**config.mk**
```make
export PLATFORM = sky130hd
export DESIGN_NAME = bgp_port
export DESIGN_NICKNAME = d
export VERILOG_FILES = /design/src/bgp_pkg.sv /design/src/bgp_flash.sv /design/src/bgp_port.sv /design/src/bgp_rst_sync.sv
export SDC_FILE = /design/constraint.sdc
export NUM_CORES = 1
export LEC_CHECK = 0
export BUFFER_PORTS_ARGS = -buffer_cell sky130_fd_sc_hd__buf_2
export CAP_MARGIN = 10
export CORE_ASPECT_RATIO = 0.9
export CORE_MARGIN = 2
export CORE_UTILIZATION = 59
export DETAILED_ROUTE_END_ITERATION = 16
export GPL_TIMING_DRIVEN = 0
export PLACE_DENSITY = 0.8
export SLEW_MARGIN = 20
export SYNTH_ARGS = -nofsm -noshare
export SYNTH_HDL_FRONTEND = slang
export SYNTH_SLANG_ARGS = --single-unit
export TNS_END_PERCENT = 1
```
**constraint.sdc**
```tcl
create_clock -name aclk -period 2.48 [get_ports aclk]
set_input_delay 0.124 -clock aclk [delete_from_list [all_inputs] [get_ports aclk]]
set_output_delay 0.124 -clock aclk [all_outputs]
set_load 0.02 [all_outputs]
```
**src/bgp_pkg.sv**
```systemverilog
// Constants and types shared by the bypass-capable GPIO port
package bgp_pkg;

    // Port shape
    localparam int unsigned PINS  = 8;
    localparam int unsigned PAIRS = 4;

    // Register byte offsets
    localparam logic [4:0] OFS_MODE   = 5'h00;
    localparam logic [4:0] OFS_OUT    = 5'h04;
    localparam logic [4:0] OFS_RATE   = 5'h08;
    localparam logic [4:0] OFS_BYPASS = 5'h0C;
    localparam logic [4:0] OFS_LEVEL  = 5'h10;
    localparam logic [4:0] OFS_STATUS = 5'h14;
    localparam logic [4:0] OFS_MASK   = 5'h18;

    // Bypass register field positions
    localparam int unsigned BYP_EN_LSB   = 0;
    localparam int unsigned BYP_OPEN_LSB = 4;
    localparam int unsigned BYP_SRC_LSB  = 8;

    // Reset values
    localparam logic [15:0] MODE_RST   = 16'h0000;
    localparam logic [7:0]  OUT_RST    = 8'h00;
    localparam logic [15:0] RATE_RST   = 16'h0000;
    localparam logic [11:0] BYPASS_RST = 12'h000;
    localparam logic [7:0]  STATUS_RST = 8'h00;
    localparam logic [7:0]  MASK_RST   = 8'h00;
    localparam logic [7:0]  OE_N_RST   = 8'hFF;

    // AXI responses
    localparam logic [1:0] RESP_OKAY   = 2'h0;
    localparam logic [1:0] RESP_SLVERR = 2'h2;

    // Pin driver modes
    typedef enum logic [1:0] {
        BGP_MODE_IN     = 2'h0,
        BGP_MODE_TOTEM  = 2'h1,
        BGP_MODE_DRAIN  = 2'h3,
        BGP_MODE_SOURCE = 2'h2
    } bgp_mode_t;

    // Clock and timing
    localparam int unsigned CLK_KHZ       = 125000;
    localparam int unsigned FLASH_FAST_MS = 125;
    localparam int unsigned FLASH_MID_MS  = 250;
    localparam int unsigned FLASH_SLOW_MS = 500;
    localparam int unsigned FLASH_FAST_CYC = FLASH_FAST_MS * CLK_KHZ;
    localparam int unsigned FLASH_MID_CYC  = FLASH_MID_MS * CLK_KHZ;
    localparam int unsigned FLASH_SLOW_CYC = FLASH_SLOW_MS * CLK_KHZ;
    // Least reset pulse the board controller must give after power-up
    localparam int unsigned RESET_HOLD_MS  = 100;
    localparam int unsigned RESET_HOLD_CYC = RESET_HOLD_MS * CLK_KHZ;

endpackage

```
**src/bgp_flash.sv**
```systemverilog
// Flash phase generator: one square wave per flashing rate, plus a steady high phase
`timescale 1ns/100ps
module bgp_flash #(
    parameter int unsigned HALF_FAST = bgp_pkg::FLASH_FAST_CYC,
    parameter int unsigned HALF_MID  = bgp_pkg::FLASH_MID_CYC,
    parameter int unsigned HALF_SLOW = bgp_pkg::FLASH_SLOW_CYC
) (
    // Clock and reset
    input  wire logic       aclk,
    input  wire logic       rst_n,
    // Phases, bit 0 steady high, bits 1..3 fast to slow
    output logic [3:0]      phase
);
    localparam int unsigned HALF [3] = '{HALF_FAST, HALF_MID, HALF_SLOW};

    assign phase[0] = 1'b1;

    genvar r;
    generate
        for (r = 0; r < 3; r++) begin : g_rate
            logic [31:0] cnt_q;
            logic [31:0] cnt_d;
            logic        ph_q;
            logic        ph_d;

            always_comb begin
                cnt_d = cnt_q + 32'h1;
                ph_d  = ph_q;
                if (cnt_q >= HALF[r] - 1) begin
                    cnt_d = 32'h0;
                    ph_d  = ~ph_q;
                end
            end

            always_ff @(posedge aclk) begin
                if (!rst_n) begin
                    cnt_q <= 32'h0;
                    ph_q  <= 1'b0;
                end else begin
                    cnt_q <= cnt_d;
                    ph_q  <= ph_d;
                end
            end

            assign phase[r + 1] = ph_q;
        end
    endgenerate
endmodule // bgp_flash

```
**src/bgp_port.sv**
```systemverilog
// Eight-pin GPIO port with flashing, edge capture and pair bypass
`timescale 1ns/100ps
module bgp_port #(
    parameter int unsigned HALF_FAST = bgp_pkg::FLASH_FAST_CYC,
    parameter int unsigned HALF_MID  = bgp_pkg::FLASH_MID_CYC,
    parameter int unsigned HALF_SLOW = bgp_pkg::FLASH_SLOW_CYC
) (
    // Clock and reset
    input  wire logic        aclk,
    input  wire logic        aresetn,
    // AXI4-Lite write address
    input  wire logic [4:0]  s_awaddr,
    input  wire logic        s_awvalid,
    output logic             s_awready,
    // AXI4-Lite write data
    input  wire logic [31:0] s_wdata,
    input  wire logic [3:0]  s_wstrb,
    input  wire logic        s_wvalid,
    output logic             s_wready,
    // AXI4-Lite write response
    output logic [1:0]       s_bresp,
    output logic             s_bvalid,
    input  wire logic        s_bready,
    // AXI4-Lite read address
    input  wire logic [4:0]  s_araddr,
    input  wire logic        s_arvalid,
    output logic             s_arready,
    // AXI4-Lite read data
    output logic [31:0]      s_rdata,
    output logic [1:0]       s_rresp,
    output logic             s_rvalid,
    input  wire logic        s_rready,
    // Port pins, port_pin_zero is bit 0, port_pin_seven bit 7
    input  wire logic [7:0]  pin_in,
    output logic [7:0]       pin_out,
    output logic [7:0]       pin_oe_n,
    // Interrupt
    output logic             irq
);
    logic        rst_n;
    logic [3:0]  phase;

    bgp_rst_sync u_rst (
        .aclk    (aclk),
        .aresetn (aresetn),
        .rst_n   (rst_n)
    );

    bgp_flash #(
        .HALF_FAST (HALF_FAST),
        .HALF_MID  (HALF_MID),
        .HALF_SLOW (HALF_SLOW)
    ) u_flash (
        .aclk  (aclk),
        .rst_n (rst_n),
        .phase (phase)
    );

    // Configuration and status registers
    logic [15:0] mode_q, mode_d;
    logic [7:0]  out_q, out_d;
    logic [15:0] rate_q, rate_d;
    logic [11:0] byp_q, byp_d;
    logic [7:0]  status_q, status_d;
    logic [7:0]  mask_q, mask_d;
    logic [7:0]  in_q;
    logic [7:0]  prev_q;
    logic        irq_d;

    // Write channel state
    logic        aw_got_q, aw_got_d;
    logic        w_got_q, w_got_d;
    logic [4:0]  waddr_q, waddr_d;
    logic [31:0] wdata_q, wdata_d;
    logic [3:0]  wstrb_q, wstrb_d;
    logic        bvalid_d;
    logic [1:0]  bresp_d;
    logic        awready_d, wready_d;
    logic        wr_fire;

    // Read channel state
    logic        arready_d, rvalid_d;
    logic [31:0] rdata_d;
    logic [1:0]  rresp_d;

    // Pin drive
    logic [7:0]  in_mask;
    logic [7:0]  edges;
    logic [7:0]  pin_out_d, pin_oe_n_d;

    function automatic logic [31:0] merge(input logic [31:0] old,
                                          input logic [31:0] nw,
                                          input logic [3:0]  be);
        logic [31:0] r;
        r = old;
        for (int b = 0; b < 4; b++) begin
            if (be[b]) begin
                r[8*b +: 8] = nw[8*b +: 8];
            end
        end
        return r;
    endfunction

    // Write channel: address and data taken in either order
    always_comb begin
        aw_got_d = aw_got_q;
        w_got_d  = w_got_q;
        waddr_d  = waddr_q;
        wdata_d  = wdata_q;
        wstrb_d  = wstrb_q;
        bvalid_d = s_bvalid;
        bresp_d  = s_bresp;
        wr_fire  = aw_got_q && w_got_q && !s_bvalid;
        if (s_awvalid && s_awready) begin
            aw_got_d = 1'b1;
            waddr_d  = s_awaddr;
        end
        if (s_wvalid && s_wready) begin
            w_got_d = 1'b1;
            wdata_d = s_wdata;
            wstrb_d = s_wstrb;
        end
        if (wr_fire) begin
            aw_got_d = 1'b0;
            w_got_d  = 1'b0;
            bvalid_d = 1'b1;
            if (waddr_q == bgp_pkg::OFS_MODE ||
                waddr_q == bgp_pkg::OFS_OUT ||
                waddr_q == bgp_pkg::OFS_RATE ||
                waddr_q == bgp_pkg::OFS_BYPASS ||
                waddr_q == bgp_pkg::OFS_LEVEL ||
                waddr_q == bgp_pkg::OFS_STATUS ||
                waddr_q == bgp_pkg::OFS_MASK) begin
                bresp_d = bgp_pkg::RESP_OKAY;
            end else begin
                bresp_d = bgp_pkg::RESP_SLVERR;
            end
        end else if (s_bvalid && s_bready) begin
            bvalid_d = 1'b0;
        end
        awready_d = !aw_got_d && !bvalid_d;
        wready_d  = !w_got_d && !bvalid_d;
    end

    // Register updates; the level register is read-only
    always_comb begin
        logic [31:0] m;
        m      = merge(32'h0, wdata_q, wstrb_q);
        mode_d = mode_q;
        out_d  = out_q;
        rate_d = rate_q;
        byp_d  = byp_q;
        mask_d = mask_q;
        if (wr_fire) begin
            if (waddr_q == bgp_pkg::OFS_MODE) begin
                mode_d = merge({16'h0, mode_q}, wdata_q, wstrb_q)
                         [15:0];
            end else if (waddr_q == bgp_pkg::OFS_OUT) begin
                out_d = merge({24'h0, out_q}, wdata_q, wstrb_q)[7:0];
            end else if (waddr_q == bgp_pkg::OFS_RATE) begin
                rate_d = merge({16'h0, rate_q}, wdata_q, wstrb_q)
                         [15:0];
            end else if (waddr_q == bgp_pkg::OFS_BYPASS) begin
                byp_d = merge({20'h0, byp_q}, wdata_q, wstrb_q)[11:0];
            end else if (waddr_q == bgp_pkg::OFS_MASK) begin
                mask_d = merge({24'h0, mask_q}, wdata_q, wstrb_q)[7:0];
            end
        end
        // A new edge wins over a clear in the same cycle
        status_d = status_q | edges;
        if (wr_fire && waddr_q == bgp_pkg::OFS_STATUS) begin
            status_d = (status_q & ~m[7:0]) | edges;
        end
        // A set mask bit silences its event
        irq_d = |(status_d & ~mask_d);
    end

    // Read channel: one cycle from address to data
    always_comb begin
        arready_d = s_arready;
        rvalid_d  = s_rvalid;
        rdata_d   = s_rdata;
        rresp_d   = s_rresp;
        if (s_arvalid && s_arready) begin
            arready_d = 1'b0;
            rvalid_d  = 1'b1;
            rresp_d   = bgp_pkg::RESP_OKAY;
            if (s_araddr == bgp_pkg::OFS_MODE) begin
                rdata_d = {16'h0, mode_q};
            end else if (s_araddr == bgp_pkg::OFS_OUT) begin
                rdata_d = {24'h0, out_q};
            end else if (s_araddr == bgp_pkg::OFS_RATE) begin
                rdata_d = {16'h0, rate_q};
            end else if (s_araddr == bgp_pkg::OFS_BYPASS) begin
                rdata_d = {20'h0, byp_q};
            end else if (s_araddr == bgp_pkg::OFS_LEVEL) begin
                rdata_d = {24'h0, in_q};
            end else if (s_araddr == bgp_pkg::OFS_STATUS) begin
                rdata_d = {24'h0, status_q};
            end else if (s_araddr == bgp_pkg::OFS_MASK) begin
                rdata_d = {24'h0, mask_q};
            end else begin
                rdata_d = 32'h0;
                rresp_d = bgp_pkg::RESP_SLVERR;
            end
        end else if (s_rvalid && s_rready) begin
            rvalid_d  = 1'b0;
            arready_d = 1'b1;
        end
        // No new address while read data still waits
        arready_d = !rvalid_d;
    end

    assign edges = (in_q ^ prev_q) & in_mask;

    always_ff @(posedge aclk) begin
        if (!rst_n) begin
            aw_got_q  <= 1'b0;
            w_got_q   <= 1'b0;
            waddr_q   <= 5'h00;
            wdata_q   <= 32'h0;
            wstrb_q   <= 4'h0;
            s_awready <= 1'b0;
            s_wready  <= 1'b0;
            s_bvalid  <= 1'b0;
            s_bresp   <= bgp_pkg::RESP_OKAY;
            s_arready <= 1'b0;
            s_rvalid  <= 1'b0;
            s_rdata   <= 32'h0;
            s_rresp   <= bgp_pkg::RESP_OKAY;
            mode_q    <= bgp_pkg::MODE_RST;
            out_q     <= bgp_pkg::OUT_RST;
            rate_q    <= bgp_pkg::RATE_RST;
            byp_q     <= bgp_pkg::BYPASS_RST;
            status_q  <= bgp_pkg::STATUS_RST;
            mask_q    <= bgp_pkg::MASK_RST;
            // Pulled-up idle level, so leaving reset makes no false edge
            in_q      <= 8'hFF;
            prev_q    <= 8'hFF;
            irq       <= 1'b0;
            pin_out   <= 8'h00;
            pin_oe_n  <= bgp_pkg::OE_N_RST;
        end else begin
            aw_got_q  <= aw_got_d;
            w_got_q   <= w_got_d;
            waddr_q   <= waddr_d;
            wdata_q   <= wdata_d;
            wstrb_q   <= wstrb_d;
            s_awready <= awready_d;
            s_wready  <= wready_d;
            s_bvalid  <= bvalid_d;
            s_bresp   <= bresp_d;
            s_arready <= arready_d;
            s_rvalid  <= rvalid_d;
            s_rdata   <= rdata_d;
            s_rresp   <= rresp_d;
            mode_q    <= mode_d;
            out_q     <= out_d;
            rate_q    <= rate_d;
            byp_q     <= byp_d;
            status_q  <= status_d;
            mask_q    <= mask_d;
            in_q      <= pin_in;
            prev_q    <= in_q;
            irq       <= irq_d;
            pin_out   <= pin_out_d;
            pin_oe_n  <= pin_oe_n_d;
        end
    end

    // Per-pin drivers
    genvar i;
    generate
        for (i = 0; i < 8; i++) begin : g_pin
            localparam int unsigned P = i / 2;
            logic       drv;
            logic [1:0] kind;
            logic       o;
            logic       oe_n;

            always_comb begin
                drv  = out_q[i] & phase[rate_q[2*i +: 2]];
                kind = mode_q[2*i +: 2];
                o    = 1'b0;
                oe_n = 1'b1;
                if (i % 2 == 1 && byp_q[bgp_pkg::BYP_EN_LSB + P]) begin
                    drv = in_q[i ^ 1];
                    if (!byp_q[bgp_pkg::BYP_OPEN_LSB + P]) begin
                        kind = bgp_pkg::BGP_MODE_TOTEM;
                    end else if (byp_q[bgp_pkg::BYP_SRC_LSB + P]) begin
                        kind = bgp_pkg::BGP_MODE_SOURCE;
                    end else begin
                        kind = bgp_pkg::BGP_MODE_DRAIN;
                    end
                end
                // Open drivers release the pin for their passive level
                case (kind)
                    bgp_pkg::BGP_MODE_TOTEM: begin
                        o    = drv;
                        oe_n = 1'b0;
                    end
                    bgp_pkg::BGP_MODE_DRAIN: oe_n = drv;
                    bgp_pkg::BGP_MODE_SOURCE: begin
                        o    = 1'b1;
                        oe_n = !drv;
                    end
                    default: ;
                endcase
            end

            assign in_mask[i]    = (kind == bgp_pkg::BGP_MODE_IN);
            assign pin_out_d[i]  = o;
            assign pin_oe_n_d[i] = oe_n;
        end
    endgenerate

    bvalid_hold_a: assert property (
        @(posedge aclk) disable iff (!rst_n)
        s_bvalid && !s_bready |=> s_bvalid)
        else $error("write response dropped before taken");

    rdata_hold_a: assert property (
        @(posedge aclk) disable iff (!rst_n)
        s_rvalid && !s_rready |=> s_rvalid && $stable(s_rdata))
        else $error("read data changed before taken");

    irq_level_a: assert property (
        @(posedge aclk) disable iff (!rst_n)
        |(status_q & ~mask_q) |-> irq)
        else $error("unmasked event without interrupt");

    edge_kept_a: assert property (
        @(posedge aclk) disable iff (!rst_n)
        !(wr_fire && waddr_q == bgp_pkg::OFS_STATUS)
        |=> (status_q & $past(status_q)) == $past(status_q))
        else $error("recorded edge lost without a clear");

    bypass_follow_a: assert property (
        @(posedge aclk) disable iff (!rst_n)
        byp_q[1] && !byp_q[5]
        |=> !pin_oe_n[3] && pin_out[3] == $past(in_q[2]))
        else $error("bypass pin not following its pair");
endmodule // bgp_port

```
**src/bgp_rst_sync.sv**
```systemverilog
// Reset conditioner: asynchronous assertion, clocked release
`timescale 1ns/100ps
module bgp_rst_sync (
    // Clock and raw reset
    input  wire logic aclk,
    input  wire logic aresetn,
    // Conditioned reset
    output logic      rst_n
);
    logic meta_q;
    logic hold_q;

    // First stage feeds only the second stage
    always_ff @(posedge aclk or negedge aresetn) begin
        if (!aresetn) begin
            meta_q <= 1'b0;
            hold_q <= 1'b0;
        end else begin
            meta_q <= 1'b1;
            hold_q <= meta_q;
        end
    end

    assign rst_n = hold_q;

    reset_async_a: assert property (
        @(posedge aclk) !aresetn |=> !rst_n)
        else $error("reset not applied while input low");
endmodule // bgp_rst_sync

```
Word level (Yosys, flattened, before mapping)
Cells that the tools add are included.
{"block": "classes", "eq_ne": 36, "n_mux": 80, "n_addsub": 3, "n_reduce_logical": 50, "order_cmp": 11, "n_bitwise": 23}
{"op": "adder 32 x 1 -> 32 bit (second input constant)", "n": 3}
{"op": "two-way mux 8 bit", "n": 12}
{"op": "two-way mux 16 bit", "n": 3}
{"op": "equality test 2 bit (second input constant)", "n": 16}
{"op": ">= comparator 32 x 24 -> 1 bit (second input constant)", "n": 1}
{"op": ">= comparator 32 x 25 -> 1 bit (second input constant)", "n": 1}
{"op": ">= comparator 32 x 26 -> 1 bit (second input constant)", "n": 1}
{"op": "two-way mux 2 bit", "n": 16}
{"op": "equality test 5 bit (second input constant)", "n": 6}
{"op": "bitwise AND 8 bit", "n": 3}
{"op": "< comparator 2 x 3 -> 1 bit (second input constant)", "n": 8}
{"op": "two-way mux 1 bit", "n": 24}
{"op": "case mux 1 bit (3 select lines)", "n": 8}
{"op": "equality test 5 x 4 -> 1 bit (second input constant)", "n": 4}
{"op": "binary-select mux 1 bit (select 2 bit)", "n": 8}
{"op": "equality test 2 x 1 -> 1 bit (second input constant)", "n": 8}
{"op": "zero test 2 bit", "n": 8}
{"op": "NOT 8 bit", "n": 2}
{"op": "OR 8 bit", "n": 2}
{"op": "case mux 1 bit (2 select lines)", "n": 8}
{"op": "zero test 1 bit", "n": 13}
{"op": "two-way mux 12 bit", "n": 1}
{"op": "AND reduction 6 bit", "n": 2}
{"op": "equality test 5 x 3 -> 1 bit (second input constant)", "n": 2}
{"op": "11 further kinds", "n": 43}
{"block": "word_totals", "out_inout_bits": 58, "elab_cells": 238, "inputBits": 61, "regBits": 268}

Longest topological paths before layout
{"block": "logic_depth", "ltp_word": 10, "depth_mapped": 9, "mapped_depth_nobuf": 7}

Hierarchy
A second synthesis with hierarchy kept.
{"block": "unflattened", "cells_unflattened": 1220, "area_unflattened_um2": 11013.1}
{"mod": "bgp_port", "seq_area_each_um2": 2982.9, "cells_per_inst": 775, "instances": 1, "area_per_inst_um2": 6940.4}
{"mod": "bgp_flash", "seq_area_each_um2": 1981.9, "cells_per_inst": 442, "instances": 1, "area_per_inst_um2": 4018.9}
{"mod": "bgp_rst_sync", "seq_area_each_um2": 50.0, "cells_per_inst": 3, "instances": 1, "area_per_inst_um2": 53.8}

Worst setup path after synthesis
No wires, ideal clock.
{"block": "synth_timing", "path_kind": "reg-to-reg", "from": "register u_flash.g_rate[0].cnt_q[0]", "to": "register u_flash.g_rate[0].cnt_q[22]", "setup_ns": 0.128, "n_path_buf": 0, "setup_slack_ns": 0.445, "t_arrival_ns": 1.907, "required_ns": 2.352, "stages_incl_launch_ff": 8, "synth_period_minus_slack_ns": 2.035, "path_cell_list": "dfxtp_1 > ha_1 > nand2_1 > or4_4 > or3_4 > nor4_1 > xnor2_1 > nor2_1"}
{"block": "synth_via", "elab_chain_cells": 2, "word_cells_on_any_way": 3, "cone_classes": "1 x add/sub; 1 x order compare; 1 x reduce/logical"}
{"element": "start: declaration", "line_no": "bgp_flash.sv:21", "text": "logic [31:0] cnt_q;"}
{"element": "start signal: assignment", "line_no": "bgp_flash.sv:40", "text": "cnt_q <= cnt_d;"}
{"element": ">= comparator 32 x 24 -> 1 bit", "line_no": "bgp_flash.sv:29", "text": "if (cnt_q >= HALF[r] - 1) begin"}
{"element": "OR reduction 2 bit (no line)"}
Parallel ways exist; a longest one is shown, timed or not.
A chain may end at the register's enable or synchronous reset.

Worst setup path in the final report
{"block": "layout_timing", "from": "register u_flash.g_rate[2].ph_q", "to": "register pin_oe_n[1]"}
{"block": "layout_via", "elab_chain_cells": 6}
{"element": "start: declaration", "line_no": "bgp_flash.sv:23", "text": "logic ph_q;"}
{"element": "start signal: assignment", "line_no": "bgp_flash.sv:41", "text": "ph_q <= ph_d;"}
{"element": "binary-select mux 1 bit (select 2 bit) (*)", "line_no": "bgp_port.sv:282", "text": "drv = out_q[i] & phase[rate_q[2*i +: 2]];"}
{"element": "two-way mux 1 bit (not written as such) (*)", "line_no": "bgp_port.sv:282"}
{"element": "bitwise AND 1 bit (*)", "line_no": "bgp_port.sv:282"}
{"element": "two-way mux 1 bit (*)", "line_no": "bgp_port.sv:286", "text": "if (i % 2 == 1 && byp_q[bgp_pkg::BYP_EN_LSB + P]) begin"}
{"element": "zero test 1 bit", "line_no": "bgp_port.sv:305", "text": "oe_n = !drv;"}
{"element": "case mux 1 bit (3 select lines) (*)", "line_no": "bgp_port.sv:297", "text": "case (kind)"}
{"element": "end signal: assignment", "line_no": "bgp_port.sv:242", "text": "pin_oe_n <= bgp_pkg::OE_N_RST;"}
{"element": "end signal: assignment", "line_no": "bgp_port.sv:267", "text": "pin_oe_n <= pin_oe_n_d;"}
{"element": "end: declaration", "line_no": "bgp_port.sv:36", "text": "output logic [7:0] pin_oe_n,"}
Every way passes the cells marked *; elsewhere a longest branch is shown, timed or not. The select of a mux whose other input is x is not followed.

==> run_results.csv <==
group,metric,value,unit
grt,grt_pass1_vias,8752,
worst_setup_path,worstReg2RegStart,"u_flash.g_rate[2].ph_q",
die,die_area,19520,um2
worst_setup_path,critPathBufInv,1,
timing,whs,119.1,ps
yosys,synth_top_area_share,45.70,%
finish,nNetsFinal,1497,
grt,grt_pass1_wl,43620,um
timing,relSlewSlack,36.78,%
grt,grt_antenna_before_repair,1,
pwr,pwr-share-seq,49.2,%
place,dp.cells,1565,
grt,overflow,0,
worst_setup_path,worstPathCellList,"clkbuf_1 > mux2i_1 > a21oi_1 > nand2_1 > o21ai_0 > mux2_2 > or3_1",
die,dieHeight,132.7,um
worst_setup_path,startpoint,"u_flash.g_rate[2].ph_q",
yosys,async_reset_ff_share,0.8000,%
finish,finalNonFillerCells,1656,
timing,max_freq,0.4219,GHz
outcome,status,"complete, no violations",
worst_setup_path,crit_path_end_kind,"flop",
worst_setup_path,slowest_stage,"clkbuf_1",
job,cap_viol_max_count,0,
routing,avgRoutedWirePerCell,16.46,um
yosys,syn-mean-instance-area,9.061,um2
worst_setup_path,endpoint,"pin_oe_n[1]",
routing,dr.pass1.iters,5,
yosys,ys_ff_latch,250,
cts,clk_latency,520,ps
routing,met1_length,11740,um
routing,drtIter0Drc,736,
die,fp.dieW,147.0,um
yosys,synth.distinct_cells,57,
yosys,synth-warning-count,0,
routing,vias,9115,
worst_setup_path,critical_path_class,"reg2reg",
place,port_buffers,82,
finish,fillers,1395,
pwr,p_int,6.503,mW
cts,cts.sinks,250,
routing,wl_met2,12510,um
worst_setup_path,crit_family,"multiplexers",
routing,ant_nets,0,
timing,fin_crit,2370,ps
grt,grt_max_degree,16,
pwr,switching_power,1.990,mW
timing,worst_slew_pin_slew,941.1,ps
finish,final_common_cell,"dfxtp_1",
timing,rsz0062_at_grt,"yes",
pwr,clockPowerShare,44.4,%
timing,setup_viol,0,
die,start_util,59.60,%
cts,cts_buffer_depth,3,
worst_setup_path,reg2reg_to,"pin_oe_n[1]",
yosys,yosysTopAreaCell,"dfxtp_1",
die,core_area,18230,um2
pwr,ir_drop,0.0006647,V
timing,final_max_slew_viol_count,0,
timing,final_hold_viol_count,0,
cts,cts.clk_slew.worst_paths,70,ps
cts,htreeDepth,1,
pwr,p_comb_share,6.4,%
worst_setup_path,cp.depth,7,
routing,wl,27260,um
finish,area_delta_synth_final,19.94,%
die,num_rows,47,
worst_setup_path,rr_worst_depth,7,
timing,fin_crit_sh,95.58,%
worst_setup_path,reg2reg_slack,110,ps
finish,final_core_util,71.48,%
worst_setup_path,cp_max_fo,10,
cts,numCtsBuffers,25,
finish,drive_above_1_share,13.05,%
routing,vias_per_cell,5.504,
yosys,synth_area,10860,um2
yosys,synth_edf_count,0,
routing,highest_layer,"met4",
worst_setup_path,worstSetupStartpointType,"flop",
die,ioPinCount,119,
cts,cts_root_buf,"clkbuf_16",
worst_setup_path,worstPathRequired,2890,ps
yosys,ys.flop_type,"dfxtp_1",
min_path,min_path_type,"in2reg",
grt,grtUsageTotal,27.46,%
cts,cts_tree,"built",
routing,met3WireLength,1928,um
place,place.gp.congestion,0.9085,
worst_setup_path,cpPeakStageDelay,460,ps
timing,skew,17.50,ps
yosys,synth_seq_area_share,46.16,%
timing,tns,0,ps
pwr,power.leakage,5.183,nW
worst_setup_path,cp_data_arrival_time,2780,ps
pwr,p_sw_share,23.43,%
yosys,synthCells,1199,
place,hpwl,18920,um
routing,drc_errors,0,
yosys,post_synth_main_area_contributors,"dfxtp_1 (46%), mux2i_1 (6.7%), nor2_1 (6.6%), ha_1 (5.0%), nand2_1 (3.8%)",
finish,layout.cells.most_common_list,"dfxtp_1 (247), nor2_1 (192), nand2_1 (111)",
pwr,powerDensity,651.8,nW/um2
==> metrics by stage <==
stage	power, mW	cell area [um2]	worst slack [ps]
2_1_floorplan	4.552	11010	445.1
3_3_place_gp	4.726	11720	-452.2
5_1_grt	8.717	13030	-13.72
3_5_place_dp	4.739	11740	-168.5
6_report	8.493	13030	109.6
4_1_cts	8.500	12990	0.8840
==> layer usage <==
| layer | up-vias | global-route usage [%] |
|---|---|---|
| met5 | - | 0 |
| met4 | 0 | 10.58 |
| met3 | 81 | 4.448 |
| met2 | 351 | 45.59 |
| met1 | 4265 | 36.16 |
| li1 | 4418 | - |
==> final cells by class <==
cell class | count | area [um2] | area share, %
buffer | 67 | 334.1 | 2.564
inverter | 34 | 127.6 | 0.9794
timing repair buffer | 129 | 868.3 | 6.664
clock inverter | 12 | 122.6 | 0.9410
antenna | 1 | 2.502 | 0.01920
tap | 245 | 306.5 | 2.353
clock buffer | 32 | 691.9 | 5.310
multi-input combinational | 886 | 5560 | 42.67
sequential | 250 | 5016 | 38.50
==> tightest hold or removal path, delay by kind of cell <==
| family | cells | cell delay (ps) |
|---|---|---|
| buffers and inverters | 1 | 80 |
| AND/OR/NAND/NOR | 2 | 330 |
| AO/OA/AOI/OAI | 1 | 50 |
==> synthesized netlist by cell type (3+ instances only) <==
cell / number
nand4_1: 12
dfxtp_1: 248
o221ai_1: 5
a22oi_1: 14
nand2_1: 111
ha_1: 43
a22o_1: 12
or2_2: 4
nand2b_1: 22
mux2_2: 13
a221o_1: 5
o211ai_1: 5
nand3_1: 34
a21oi_1: 68
and4_1: 5
or3_1: 12
nor3b_1: 8
a41oi_1: 3
xnor2_1: 37
nand3b_1: 3
nor3_1: 19
nor4_1: 9
xor2_1: 40
clkbuf_1: 44
and2_1: 14
a32oi_1: 5
o21ai_0: 21
buf_4: 18
a31oi_1: 6
a31o_2: 4
a211oi_1: 8
mux2i_1: 73
and3_1: 11
nor2b_1: 7
nor2_1: 192
buf_2: 3
inv_1: 34
==> kinds of logic (layout without fill, tap and decap cells) <==
group | Yosys count | after routing | synth area share, %
adders and majority gates | 43 | 43 | 4.952
muxes | 86 | 86 | 8.073
AOI/OAI and AO/OA | 164 | 164 | 9.732
xor gates and xnor gates | 77 | 77 | 6.208
buffers and inverters | 101 | 274 | 4.215
other | 2 | 41 | 0.06913
DFF | 250 | 250 | 46.16
and+or+nand+nor | 476 | 476 | 20.59
==> worst min path at each step <==
stage,depth (start not counted),start,to,slack [ps]
after floorplan,0,aresetn,u_rst.meta_q,-170
after global placement,1,aresetn,u_rst.meta_q,-90
after detailed placement,1,aresetn,u_rst.meta_q,-90
after CTS,4,s_wvalid,wdata_q[10],110
after global routing,4,s_arvalid,s_rdata[9],170
final,4,s_wvalid,wdata_q[10],120
==> state kept, by name, summed over array words and instances, names as in the netlist, 8 cells and up <==
register and flops:
byp_q 12, in_q 8, mask_q 8, mode_q 16, out_q 8, pin_oe_n 8, pin_out 8, prev_q 8
rate_q 16, s_rdata 16, status_q 8, u_flash.g_rate.cnt_q 96, wdata_q 16
==> repair_timing <==
action | 4_1_cts | 5_1_grt
resized for setup | 1 | 8
hold buffers | 43 | 0
endpoints found under the setup margin | 1 | 31
setup buffers | 0 | 3
endpoints found under the hold margin | 38 | 0
pin swaps | 0 | 3
==> power groups by stage <==
| stage | registers, mW | clock network, mW | logic, mW |
|---|---|---|---|
| 2_1_floorplan | 4.26 | 0 | 0.289 |
| 3_5_place_dp | 4.26 | 0 | 0.478 |
| 5_1_grt | 4.18 | 3.95 | 0.584 |
| 4_1_cts | 4.17 | 3.79 | 0.532 |
| 3_3_place_gp | 4.26 | 0 | 0.468 |
| 6_report | 4.18 | 3.77 | 0.547 |
No activity file was read; power rests on OpenSTA's default activity.
